==> config.mk <==
export PLATFORM = sky130hd
export DESIGN_NAME = thermal_clip_warning_status_bank
export DESIGN_NICKNAME = d
export VERILOG_FILES = /design/src/logic/thermal_clip_pkg.sv /design/src/logic/thermal_clip_warning_status_bank.sv
export SDC_FILE = /design/constraint.sdc
export NUM_CORES = 1
export LEC_CHECK = 0
export ABC_AREA = 1
export BUFFER_PORTS_ARGS = -buffer_cell sky130_fd_sc_hd__buf_2
export CAP_MARGIN = 15
export CORE_UTILIZATION = 45
export DETAILED_ROUTE_END_ITERATION = 6
export MAX_ROUTING_LAYER = met4
export PLACE_DENSITY_LB_ADDON = 0.2
export RECOVER_POWER = 50
export REMOVE_ABC_BUFFERS = 1
export SYNTH_ARGS = -nofsm -noshare
export SYNTH_HDL_FRONTEND = slang
export SYNTH_SLANG_ARGS = --single-unit
export TNS_END_PERCENT = 10
==> constraint.sdc <==
create_clock -name clk_in -period 1.3 [get_ports clk_in]
set_clock_uncertainty 0.2 [all_clocks]
set_input_delay 0.13 -clock clk_in [delete_from_list [all_inputs] [get_ports clk_in]]
set_output_delay 0.13 -clock clk_in [all_outputs]
set_load 0.02 [all_outputs]
==> src/logic/thermal_clip_pkg.sv <==
// package: register map, field layout and input carriers for the thermal/clip status bank
package thermal_clip_pkg;
   localparam logic [7:0] THERMAL_WARN_OFFSET = 8'h17;
   localparam logic [7:0] CLIP_MEM_OFFSET = 8'h18;
   localparam logic [7:0] CLIP_LIVE_OFFSET = 8'h19;
   localparam logic [7:0] THERMAL_WARN_RESET = 8'h00;
   localparam logic [7:0] CLIP_MEM_RESET = 8'h00;
   localparam logic [7:0] CLIP_LIVE_RESET = 8'h00;
   localparam logic [7:0] UNMAPPED_READ = 8'h00;
   localparam int FOLDBACK_BIT = 5;
   localparam int DIE_WARN_BIT = 4;
   localparam int CHAN_MSB = 3;
   localparam int CHAN_COUNT = 4;

   // index 3 is channel 1, index 0 is channel 4, as in the register
   typedef struct packed {
      logic foldback_active_flag;
      logic die_heat_warning;
      logic [CHAN_COUNT-1:0] chan_heat_warning;
      logic [CHAN_COUNT-1:0] chan_clip_live;
   } detector_s;

   typedef struct packed {
      logic rd_en;
      logic wr_en;
      logic [7:0] addr;
   } reg_access_s;
endpackage : thermal_clip_pkg

==> src/logic/thermal_clip_warning_status_bank.sv <==
// thermal warning and clip detect status register bank
//
// What this block does
// - bit 5 follows gain foldback engaged
// - bit 4 follows die over-temperature warning
// - bits 3..0 live channel heat warnings
// - thermal status at 0x17, resets zero
// - clip event latches channel memory bit
// - reading clip memory clears it
// - clip memory at 0x18, upper bits zero
// - clip live bits at 0x19 follow detectors
`timescale 1ns/10ps
`default_nettype none
module thermal_clip_warning_status_bank
   import thermal_clip_pkg::*;
(
   input wire logic clk_in,
   input wire logic rst_in,
   input wire detector_s det_in,
   input wire reg_access_s acc_in,
   input wire logic [7:0] wr_data_in,
   output logic [7:0] rd_data_out,
   output logic rd_valid_out
);

   // ***********************************
   // live status capture
   // ***********************************
   logic [7:0] thermal_r;
   logic [7:0] thermal_nxt;
   logic [7:0] clip_live_r;
   logic [7:0] clip_live_nxt;

   // registered so one read sees a single coherent detector snapshot
   always_comb begin
      thermal_nxt = THERMAL_WARN_RESET;
      thermal_nxt[FOLDBACK_BIT] = det_in.foldback_active_flag;
      thermal_nxt[DIE_WARN_BIT] = det_in.die_heat_warning;
      thermal_nxt[CHAN_MSB:0] = det_in.chan_heat_warning;
      clip_live_nxt = CLIP_LIVE_RESET;
      clip_live_nxt[CHAN_MSB:0] = det_in.chan_clip_live;
   end

   always_ff @(posedge clk_in) begin
      if (rst_in) begin
         thermal_r <= THERMAL_WARN_RESET;
         clip_live_r <= CLIP_LIVE_RESET;
      end else begin
         thermal_r <= thermal_nxt;
         clip_live_r <= clip_live_nxt;
      end
   end

   // ***********************************
   // clip event memory
   // ***********************************
   logic [7:0] clip_mem_r;
   logic [7:0] clip_mem_nxt;
   logic mem_read;

   // one address compare shared by the clear strobe and the read mux
   function automatic logic addr_is(input logic [7:0] a, input logic [7:0] off);
      return a == off;
   endfunction : addr_is

   // writes never decoded
   // wr_data_in has no path to state, so a stray write cannot drop events
   assign mem_read = acc_in.rd_en && addr_is(acc_in.addr, CLIP_MEM_OFFSET);

   always_comb begin
      clip_mem_nxt = clip_mem_r;
      if (mem_read) begin
         clip_mem_nxt = CLIP_MEM_RESET;
      end
      clip_mem_nxt[CHAN_MSB:0] = clip_mem_nxt[CHAN_MSB:0] | det_in.chan_clip_live;
   end

   // bits 7..4 have no set path, hence they cannot leak ones
   // reset value, upper bits held zero
   always_ff @(posedge clk_in) begin
      if (rst_in) begin
         clip_mem_r <= CLIP_MEM_RESET;
      end else begin
         clip_mem_r <= clip_mem_nxt;
      end
   end

   // ***********************************
   // read port
   // ***********************************
   // rd_data_out holds between reads; only rd_valid_out marks a fresh answer
   logic [7:0] rd_data_nxt;
   logic rd_valid_nxt;

   function automatic logic [7:0] read_mux(input logic [7:0] a, input logic [7:0] t,
                                           input logic [7:0] m, input logic [7:0] l);
      logic [7:0] v;
      v = UNMAPPED_READ;
      if (addr_is(a, THERMAL_WARN_OFFSET)) v = t;
      else if (addr_is(a, CLIP_MEM_OFFSET)) v = m;
      else if (addr_is(a, CLIP_LIVE_OFFSET)) v = l;
      return v;
   endfunction : read_mux

   always_comb begin
      rd_valid_nxt = acc_in.rd_en;
      rd_data_nxt = rd_data_out;
      // memory read returns the pre-clear value
      if (acc_in.rd_en) begin
         rd_data_nxt = read_mux(acc_in.addr, thermal_r, clip_mem_r, clip_live_r);
      end
   end

   always_ff @(posedge clk_in) begin
      if (rst_in) begin
         rd_data_out <= 8'h00;
         rd_valid_out <= 1'b0;
      end else begin
         rd_data_out <= rd_data_nxt;
         rd_valid_out <= rd_valid_nxt;
      end
   end

   // ***********************************
   // assertions: live status
   // ***********************************
   // sampled !rst_in keeps the release edge, where the flops still reset, out
   a_foldback_bit: assert property (@(posedge clk_in) disable iff (rst_in)
      !rst_in |=> thermal_r[FOLDBACK_BIT] == $past(det_in.foldback_active_flag))
      else $error("foldback bit mismatch");
   a_die_warn_bit: assert property (@(posedge clk_in) disable iff (rst_in)
      !rst_in |=> thermal_r[DIE_WARN_BIT] == $past(det_in.die_heat_warning))
      else $error("die warning bit mismatch");
   a_chan_warn_bits: assert property (@(posedge clk_in) disable iff (rst_in)
      !rst_in |=> thermal_r[CHAN_MSB:0] == $past(det_in.chan_heat_warning))
      else $error("channel warning bits mismatch");
   // channel 1 sits at the top of the nibble, channel 4 at the bottom
   a_chan1_warn_bit: assert property (@(posedge clk_in) disable iff (rst_in)
      !rst_in |=> thermal_r[3] == $past(det_in.chan_heat_warning[3]))
      else $error("channel 1 warning bit mismatch");
   a_chan4_warn_bit: assert property (@(posedge clk_in) disable iff (rst_in)
      !rst_in |=> thermal_r[0] == $past(det_in.chan_heat_warning[0]))
      else $error("channel 4 warning bit mismatch");
   // reset must win over whatever the detectors show
   a_thermal_reset: assert property (@(posedge clk_in)
      rst_in |=> thermal_r == THERMAL_WARN_RESET && clip_live_r == CLIP_LIVE_RESET)
      else $error("status registers not zero after reset");
   a_thermal_reserved: assert property (@(posedge clk_in) disable iff (rst_in)
      thermal_r[7:6] == 2'b00)
      else $error("thermal reserved bits set");
   a_clip_live_bits: assert property (@(posedge clk_in) disable iff (rst_in)
      !rst_in |=> clip_live_r == {4'h0, $past(det_in.chan_clip_live)})
      else $error("live clip bits mismatch");
   a_live_reserved: assert property (@(posedge clk_in) disable iff (rst_in)
      clip_live_r[7:4] == 4'h0)
      else $error("live clip reserved bits set");

   // ***********************************
   // assertions: clip memory
   // ***********************************
   a_clip_mem_reset: assert property (@(posedge clk_in)
      rst_in |=> clip_mem_r == CLIP_MEM_RESET)
      else $error("clip memory not zero after reset");
   a_clip_latch: assert property (@(posedge clk_in) disable iff (rst_in)
      !rst_in && det_in.chan_clip_live != 4'h0 |=>
         (clip_mem_r[CHAN_MSB:0] & $past(det_in.chan_clip_live)) == $past(det_in.chan_clip_live))
      else $error("clip event not latched");
   // a latched bit may only drop on a clearing read
   a_clip_hold: assert property (@(posedge clk_in) disable iff (rst_in)
      !rst_in && !mem_read |=> (clip_mem_r & $past(clip_mem_r)) == $past(clip_mem_r))
      else $error("latched clip bit dropped without a read");
   a_clip_clear: assert property (@(posedge clk_in) disable iff (rst_in)
      !rst_in && mem_read && det_in.chan_clip_live == 4'h0 |=> clip_mem_r == CLIP_MEM_RESET
         ##0 rd_valid_out && rd_data_out == $past(clip_mem_r))
      else $error("clip memory not cleared by read");
   a_clip_reserved: assert property (@(posedge clk_in) disable iff (rst_in)
      clip_mem_r[7:4] == 4'h0)
      else $error("clip memory reserved bits set");
   // the read cycle's live clip must survive the clear
   a_set_beats_clear: assert property (@(posedge clk_in) disable iff (rst_in)
      !rst_in && mem_read |=> clip_mem_r == {4'h0, $past(det_in.chan_clip_live)})
      else $error("clip event lost on clearing read");

   // ***********************************
   // assertions: read port
   // ***********************************
   a_thermal_readback: assert property (@(posedge clk_in) disable iff (rst_in)
      !rst_in && acc_in.rd_en && acc_in.addr == THERMAL_WARN_OFFSET |=>
         rd_valid_out && rd_data_out == $past(thermal_r))
      else $error("thermal status read back wrong");
   a_mem_readback: assert property (@(posedge clk_in) disable iff (rst_in)
      !rst_in && mem_read |=>
         rd_valid_out && rd_data_out == $past(clip_mem_r) && rd_data_out[7:4] == 4'h0)
      else $error("clip memory read back wrong");
   a_live_readback: assert property (@(posedge clk_in) disable iff (rst_in)
      !rst_in && acc_in.rd_en && acc_in.addr == CLIP_LIVE_OFFSET |=>
         rd_valid_out && rd_data_out == $past(clip_live_r))
      else $error("live clip status read back wrong");
   a_write_ignored: assert property (@(posedge clk_in) disable iff (rst_in)
      acc_in.wr_en && !acc_in.rd_en && det_in.chan_clip_live == 4'h0 |=> $stable(clip_mem_r))
      else $error("write changed clip memory");
   a_write_no_valid: assert property (@(posedge clk_in) disable iff (rst_in)
      !rst_in && acc_in.wr_en && !acc_in.rd_en |=> !rd_valid_out && $stable(rd_data_out))
      else $error("write produced a read answer");

   // ***********************************
   // coverage of main scenarios
   // ***********************************
   c_clip_read: cover property (@(posedge clk_in) disable iff (rst_in) mem_read && clip_mem_r != 8'h00);
   c_set_on_clear: cover property (@(posedge clk_in) disable iff (rst_in) mem_read && det_in.chan_clip_live != 4'h0);
   c_foldback: cover property (@(posedge clk_in) disable iff (rst_in) thermal_r[FOLDBACK_BIT]);
   c_unmapped: cover property (@(posedge clk_in) disable iff (rst_in) acc_in.rd_en && acc_in.addr > CLIP_LIVE_OFFSET);
   c_write_access: cover property (@(posedge clk_in) disable iff (rst_in) acc_in.wr_en && !acc_in.rd_en);

endmodule : thermal_clip_warning_status_bank
`default_nettype wire

==> results of run 1 <==
area by class of cell:
cell class | count | area, um^2
clock buffers | 4 | 26.3
fillers | 156 | 599
inverters | 19 | 71.3
multi-input cells | 67 | 350
flip-flops and latches | 21 | 420
well taps | 25 | 31.3
repair buffers | 42 | 284
kinds of logic after synthesis:
family	count (synthesis)
other cells	1
compound gates	12
flops	21
simple gates	53
buf+inv	25
sequential cells by signal, summed over array words and instances (netlist names):
| register | cells |
|---|---|
| rd_data_out | 6 |
| clip_live_r | 4 |
| thermal_r | 6 |
| clip_mem_r | 4 |
| rd_valid_out | 1 |
timing repair:
action,4_1_cts,5_1_grt
hold buffers,12,0
endpoints found under the hold margin,20,0
endpoints found under the setup margin,0,0
per-layer routing:
| metal | vias up | track usage, % |
|---|---|---|
| met5 | - | - |
| met4 | 0 | 7.06 |
| met3 | 2 | 2.35 |
| met2 | 20 | 29.4 |
| met1 | 342 | 18.9 |
| li1 | 426 | - |
report_power, final:
group | total, mW | switching [mW] | internal (mW)
combinational | 0.151 | 0.0785 | 0.0726
sequential | 0.685 | 0.0114 | 0.673
clock | 0.287 | 0.168 | 0.119
total | 1.12 | 0.258 | 0.865
final timing paths:
path | start | end | slack [ps]
max reg2reg | clip_mem_r[1]$_SDFF_PP0_ | rd_data_out[1]$_SDFFE_PP0P_ | 360
min reg2reg | thermal_r[5]$_SDFF_PP0_ | rd_data_out[5]$_SDFFE_PP0P_ | 260
min | acc_in[1] | rd_data_out[5]$_SDFFE_PP0P_ | 50
max | acc_in[9] | clip_mem_r[0]$_SDFF_PP0_ | 80
critical path, cell delays in order:
cell	delay (ps)
dlygate4sd3_1	520
buf_2	200
nand3_1	190
nand2_1	110
a21oi_1	60
metrics by stage:
stage                     cell area [um^2]  instances  hold WS, ps
after global routing                  1180        178         68.0
after global placement                1040        162          129
after floorplan                        842        107        -7.56
after CTS                             1190        178         40.9
after detailed placement              1040        162          139
final                                 1180        178         46.3
layout by cell type, fill, tap and decap left out, types with 2 or more instances in the layout:
cell type and instances:
nand2_1 17, dfxtp_1 21, a21oi_1 6, nor2_1 11, o21ai_0 2, conb_1 2, clkbuf_1 6, inv_1 19
buf_4 2, nand3_1 16, clkbuf_4 3, dlygate4sd3_1 12, buf_2 21, nand3_2 3, a21oi_2 4, nor2_4 3
nand2_2 2
==> impl_metrics.json, run 1 <==
{
  "drt_wl_total_um": 1580,
  "grt_max_degree": 16,
  "synthCells": 112,
  "syn_area_per_cell_um2": 7.90,
  "hold_class": "in -> reg",
  "synthTopCellsByCount": "dfxtp_1 (21), inv_1 (19), nand2_1 (17)",
  "area_growth_pct": 33.8,
  "vdd_drop_max_v": 0.000665,
  "clk_latency_ps": 290,
  "viasPerCell": 4.44,
  "leakage_nw": 0.564,
  "dp_slack_ps": 56.3,
  "top_layer": "met4",
  "start_util_pct": 49.6,
  "dr.pass1.iters": 4,
  "grt_pass1_vias": 669,
  "overflow": 0,
  "synthFlopType": "dfxtp_1",
  "setup_viol": 0,
  "drive_gt1_share_pct": 26.8,
  "yosysMostFrequentCell": "dfxtp_1",
  "cp_max_fo": 10,
  "num_vias": 790,
  "die_h_um": 46.3,
  "crit_arrival_ps": 1190,
  "clk_pin_slew_ps": 100,
  "nets": 184,
  "n_antenna_cell": 0,
  "synth_edf_count": 0,
  "grt_pass1_wl_um": 2550,
  "antenna_found_initial": 0,
  "die_w_um": 46.3,
  "async_flop_share_pct": 0,
  "track_usage_pct": 16.9,
  "yosys_warnings": 0,
  "synth-seq-area-share_pct": 47.5,
  "slew_violations": 0,
  "cts_root_buf": "clkbuf_4",
  "endpoint_kind": "flip-flop",
  "synth_xor_area_share_pct": 0,
  "placementRows": 15,
  "fin_crit_ps": 1220,
  "muxShareOfSynthArea_pct": 0,
  "drtIter0Drc": 14,
  "synth_largest_area_cell": "dfxtp_1",
  "pwr_density_cell_nw_per_um2": 948,
  "cts_resized": 0,
  "hold_violations": 0,
  "critPathKind": "in -> reg",
  "synth-seq-cells": 21,
  "die-area_um2": 2150,
  "pin_count": 39,
  "synth_top_area_share_pct": 47.5,
  "synth-simple-area-share_pct": 30.3,
  "ctsHtreeMaxLevel": 1,
  "status": "complete, no violations",
  "dp_hpwl_um": 1140,
  "max_freq_ghz": 0.819,
  "cts_buffer_depth": 2,
  "avgRoutedWirePerCell_um": 8.88,
  "wl_met2_um": 810,
  "cts_tree": "built",
  "io_buffers": 27,
  "numCtsBuffers": 3,
  "rr_worst_depth": 4,
  "hold_depth": 5,
  "synth-compound-area-share_pct": 8.49,
  "required_ps": 1270,
  "fp.coreArea_um2": 1780,
  "p_total_mw": 1.12,
  "yosys.area_share.adder_pct": 0,
  "synth.area.top_cells": "dfxtp_1 (48%), nand3_1 (9.1%), inv_1 (8.1%), nand2_1 (7.2%), nor2_1 (4.7%)",
  "synth_top_family_by_area": "simple AND/OR/NAND/NOR gates",
  "period_share_pct": 93.9,
  "maxCapViolations": 0,
  "final_antenna_net_count": 0,
  "utilization_pct": 66.4,
  "gp_congestion": 0.743,
  "tns_ps": 0,
  "route.met3.wl_um": 43,
  "syn_area_um2": 885,
  "rsz0062_at_grt": "no",
  "route.layer.met1.wl_um": 720,
  "post-route-drc-count": 0,
  "setup_ws_ps": 79.3,
  "cts_sinks": 21,
  "cp-start-kind": "input port",
  "postCtsSetupRepairBufs": 0,
  "synth_cell_type_count": 17
}
(Power assumes the default switching activity.)
==> inputs of run 2 (changes only) <==
--- a/config.mk
+++ b/config.mk
@@ -8,6 +8,7 @@
 export ABC_AREA = 1
 export BUFFER_PORTS_ARGS = -buffer_cell sky130_fd_sc_hd__buf_2
 export CAP_MARGIN = 15
+export CORE_ASPECT_RATIO = 1.5
 export CORE_UTILIZATION = 45
 export DETAILED_ROUTE_END_ITERATION = 6
 export MAX_ROUTING_LAYER = met4
==> impl_metrics.json, run 2 (synthesis gave the netlist of run 1 again) <==
{
  "setup_viol": 0,
  "die_h_um": 56.3,
  "most-common-layout-cells": "buf_2 (23), dfxtp_1 (21), inv_1 (19)",
  "start_util_pct": 48.3,
  "die_w_um": 38.2,
  "nets": 184,
  "viasPerCell": 4.63,
  "pwr_density_cell_nw_per_um2": 965,
  "whs_ps": 44.0,
  "slew_violations": 0,
  "drt_wl_total_um": 1670,
  "post-route-drc-count": 0,
  "max_freq_ghz": 0.804,
  "maxCapViolations": 0,
  "cts_root_buf": "clkbuf_4",
  "antenna_found_initial": 0,
  "clk_latency_ps": 300,
  "hold_end": "rd_data_out[5]$_SDFFE_PP0P_",
  "numCtsBuffers": 3,
  "dr.pass1.iters": 4,
  "tns_ps": 0,
  "critPathKind": "in -> reg",
  "placementRows": 19,
  "period_share_pct": 95.7,
  "ctsHtreeMaxLevel": 1,
  "cts_sinks": 21,
  "die-area_um2": 2150,
  "place_area_um2": 1040,
  "endpoint_kind": "flip-flop",
  "finalInstanceArea_um2": 1180,
  "drtIter0Drc": 7,
  "grt_max_degree": 17,
  "cts_tree": "built",
  "top_regs": "rd_data_out x6, thermal_r x6",
  "status": "complete, no violations",
  "gp_congestion": 0.803,
  "vdd_drop_max_v": 0.000601,
  "hold_depth": 5,
  "fin_crit_ps": 1240,
  "hold_violations": 0,
  "avgRoutedWirePerCell_um": 9.60,
  "rsz0062_at_grt": "no",
  "cts_buffer_depth": 2,
  "r2r_end": "rd_data_out[1]$_SDFFE_PP0P_",
  "crit_arrival_ps": 1250,
  "dp_hpwl_um": 1190,
  "leakage_nw": 0.572,
  "r2r_slack_ps": 340,
  "overflow": 0,
  "fp.coreArea_um2": 1830,
  "clk_pin_slew_ps": 110,
  "final_antenna_net_count": 0,
  "io_buffers": 27,
  "mostFrequentLayoutCell": "buf_2",
  "hold_class": "in -> reg",
  "drive_gt1_share_pct": 28.1,
  "grt_pass1_vias": 780,
  "cp-start-kind": "input port",
  "area_growth_pct": 33.2,
  "grt_pass1_wl_um": 2870,
  "track_usage_pct": 19.0,
  "num_vias": 805,
  "required_ps": 1300,
  "rr_worst_depth": 4,
  "cp_max_fo": 16,
  "fin_cells": 174,
  "reg2reg_from": "clip_mem_r[1]$_SDFF_PP0_",
  "pin_count": 39,
  "n_antenna_cell": 0,
  "dp.cells": 158,
  "hp-start": "acc_in[2]"
}
==> run 2: cell count changes in the layout (fill, tap and decap cells not counted), sizes merged <==
| cell | previous run | this run |
|---|---|---|
| buf | 24 | 25 |
| clkbuf | 10 | 9 |
==> run 2: routing by layer <==
layer	share of wire [%]	wire [um]	up-vias	track usage [%]
met5	0	0	-	-
met4	1.9	31	0	7.65
met3	4.3	72	4	3.56
met2	54	907	22	33.9
met1	39	660	355	18.9
li1	-	-	424	-
==> run 2: worst max path at each step <==
stage	start	endpoint	slack, ps	cells after the start
3_3_place_gp	acc_in[5]	rd_data_out[1]$_SDFFE_PP0P_	60	9
5_1_grt	rst_in	rd_valid_out$_SDFF_PP0_	20	4
3_5_place_dp	acc_in[2]	clip_mem_r[3]$_SDFF_PP0_	30	7
2_1_floorplan	acc_in[5]	clip_mem_r[0]$_SDFF_PP0_	200	6
4_1_cts	acc_in[9]	clip_mem_r[2]$_SDFF_PP0_	80	5
6_report	rst_in	rd_valid_out$_SDFF_PP0_	60	4
==> run 2: layout make-up <==
| type | count | area (um^2) |
|---|---|---|
| Clock buffer | 4 | 26.3 |
| Multi-Input combinational cell | 67 | 350 |
| Timing Repair Buffer | 42 | 284 |
| Tap cell | 21 | 26.3 |
| Inverter | 19 | 71.3 |
| Fill cell | 175 | 652 |
| Sequential cell | 21 | 420 |
==> run 2: timing repair <==
action	CTS	global route
hold buffers	12	0
hold endpoints to repair	20	0
buffers inserted	0	0
resized for setup	0	0
==> run 2: where the power goes <==
group	total, mW	switching, mW	internal [mW]
clock	0.302	0.182	0.119
combinational	0.150	0.0777	0.0721
sequential	0.685	0.0120	0.673
==> run 2: worst max-delay path: stages <==
cell and delay, ps:
dlygate4sd3_1 520, clkbuf_2 280, clkbuf_2 250, nor2_1 70
==> run 2: through the flow <==
step	total power, mW	utilization, %	setup slack, ps
global placement	0.819	56.7	61.8
floorplan	0.759	-	199
global route	1.21	64.4	21.5
CTS	1.15	64.7	78.2
detailed placement	0.825	56.7	31.2
finish	1.14	64.4	56.1
==> inputs of run 3 (changes only) <==
--- a/config.mk
+++ b/config.mk
@@ -5,11 +5,10 @@
 export SDC_FILE = /design/constraint.sdc
 export NUM_CORES = 1
 export LEC_CHECK = 0
-export ABC_AREA = 1
+export ABC_AREA = 0
 export BUFFER_PORTS_ARGS = -buffer_cell sky130_fd_sc_hd__buf_2
 export CAP_MARGIN = 15
-export CORE_ASPECT_RATIO = 1.5
-export CORE_UTILIZATION = 45
+export CORE_UTILIZATION = 44
 export DETAILED_ROUTE_END_ITERATION = 6
 export MAX_ROUTING_LAYER = met4
 export PLACE_DENSITY_LB_ADDON = 0.2
==> impl_metrics.json, run 3 <==
{
  "pwr_density_cell_nw_per_um2": 985,
  "num_vias": 807,
  "rsz0062_at_grt": "no",
  "hold_depth": 4,
  "cts_buffer_depth": 2,
  "grt_max_degree": 18,
  "numCtsBuffers": 3,
  "synthFlopType": "dfxtp_1",
  "synthTopCellsByCount": "dfxtp_1 (21), a21oi_1 (10), nor2b_1 (7)",
  "setup_viol": 0,
  "whs_ps": 11.7,
  "synth-seq-area-share_pct": 51.4,
  "synth.area.top_cells": "dfxtp_1 (51%), a21oi_1 (6.1%), nor2b_1 (5.4%), o41ai_1 (4.3%), a211oi_1 (3.7%)",
  "cp-start-kind": "input port",
  "fin_crit_ps": 1230,
  "hold_end": "rd_data_out[3]$_SDFFE_PP0P_",
  "hold_class": "in -> reg",
  "dp_hpwl_um": 1300,
  "vdd_drop_max_v": 0.000643,
  "cp_max_fo": 8,
  "die_h_um": 45.1,
  "slew_violations": 0,
  "yosysMostFrequentCell": "dfxtp_1",
  "rr_worst_depth": 2,
  "drt_wl_total_um": 1820,
  "die_w_um": 45.1,
  "top_regs": "rd_data_out x6, thermal_r x6",
  "synth_edf_count": 0,
  "drive_gt1_share_pct": 29.3,
  "die-area_um2": 2040,
  "r2r_end": "rd_data_out[2]$_SDFFE_PP0P_",
  "leakage_nw": 0.511,
  "multi_input_area_um2": 363,
  "tns_ps": 0,
  "ctsHtreeMaxLevel": 1,
  "mostFrequentLayoutCell": "buf_2",
  "period_share_pct": 94.8,
  "reg2reg_from": "thermal_r[2]$_SDFF_PP0_",
  "antenna_found_initial": 0,
  "async_flop_share_pct": 0,
  "most-common-layout-cells": "buf_2 (25), dfxtp_1 (21), dlygate4sd3_1 (12)",
  "clk_pin_slew_ps": 110,
  "post-route-drc-count": 0,
  "synth-seq-cells": 21,
  "endpoint_kind": "flip-flop",
  "r2r_slack_ps": 280,
  "maxCapViolations": 0,
  "track_usage_pct": 21.2,
  "dr.pass1.iters": 5,
  "cts_root_buf": "clkbuf_4",
  "clk_latency_ps": 300,
  "required_ps": 1300,
  "synth_cell_type_count": 23,
  "final_antenna_net_count": 0,
  "io_buffers": 27,
  "placementRows": 15,
  "critPathKind": "in -> reg",
  "cts_sinks": 21,
  "pin_count": 39,
  "avgRoutedWirePerCell_um": 11.5,
  "synth_top_area_share_pct": 51.4,
  "drtIter0Drc": 18,
  "hp-start": "acc_in[6]",
  "register_area_um2": 420,
  "gp_congestion": 0.819,
  "synthCells": 86,
  "viasPerCell": 5.11,
  "cts_tree": "built",
  "yosys_warnings": 0,
  "n_antenna_cell": 0,
  "syn_area_um2": 818,
  "p_total_mw": 1.15,
  "crit_arrival_ps": 1230,
  "utilization_pct": 67.5,
  "grt_pass1_vias": 739,
  "grt_pass1_wl_um": 2970,
  "status": "complete, no violations",
  "syn_area_per_cell_um2": 9.51,
  "nets": 164,
  "synth_largest_area_cell": "dfxtp_1",
  "overflow": 0,
  "hold_violations": 0,
  "fp.coreArea_um2": 1730,
  "area_growth_pct": 42.4,
  "max_freq_ghz": 0.812,
  "start_util_pct": 47.4,
  "nFillCells": 147
}
## run 3: cell count changes after synthesis, moves of 6 or more
| cell | change |
|---|---|
| inv_1 | -14 |
| nand2_1 | -12 |
| nand3_1 | -16 |
| nor2_1 | -6 |
| nor2b_1 | +7 |
## run 3: logic make-up (layout without fill, tap and decap cells)
| kind of cell | count (synthesis) | count (layout) | share of synthesized area, % |
|---|---|---|---|
| simple gates | 33 | 33 | 25.2 |
| compound gates | 22 | 22 | 17.7 |
| flops | 21 | 21 | 51.4 |
| buf+inv | 9 | 55 | 5.20 |
| other cells | 1 | 2 | 0.458 |
## run 3: critical path, cell delays in order
cell and delay [ps]:
buf_2 100, or4b_4 590, o31ai_1 290, a21oi_1 110
## run 3: worst max-delay path by stage
stage	slack, ps	from	depth (start not counted)	endpoint
2_1_floorplan	-120	acc_in[5]	3	clip_mem_r[0]$_SDFF_PP0_
3_3_place_gp	-300	acc_in[5]	4	clip_mem_r[2]$_SDFF_PP0_
3_5_place_dp	-380	acc_in[5]	4	clip_mem_r[0]$_SDFF_PP0_
4_1_cts	70	acc_in[5]	5	rd_data_out[2]$_SDFFE_PP0P_
5_1_grt	20	acc_in[5]	5	rd_data_out[0]$_SDFFE_PP0P_
6_report	70	acc_in[5]	4	clip_mem_r[0]$_SDFF_PP0_
## run 3: final cells by class
type	instances	area share [%]
clock buffers	4	2.26
well taps	25	2.69
multi-input cells	57	31.1
inverters	5	1.61
repair buffers	46	26.2
flip-flops and latches	21	36.1
## run 3: timing repair
action                                  CTS  global route
endpoints found under the setup margin    2             0
hold buffers                             12             0
setup buffers                             0             0
resized for setup                         1             0
hold endpoints to repair                 16             0
## run 3: through the flow
step / worst slack [ps] / area [um^2] / std cells
6_report: 68.1 / 1160 / 158
5_1_grt: 18.4 / 1160 / 158
4_1_cts: 68.2 / 1170 / 158
3_5_place_dp: -379 / 1020 / 142
3_3_place_gp: -303 / 1020 / 142
2_1_floorplan: -117 / 798 / 83
## run 3: power by group
group	internal [mW]	leakage [nW]	switching, mW
Combinational	0.0858	0.322	0.0754
Sequential	0.671	0.174	0.0111
Clock	0.120	0.0150	0.184
## run 3: per-layer routing
metal	vias up	track usage, %	share of wire [%]
met3	5	2.40	6.9
met4	0	14.5	2.1
li1	400	-	-
met5	-	-	0
met1	364	25.8	43
met2	38	32.8	48
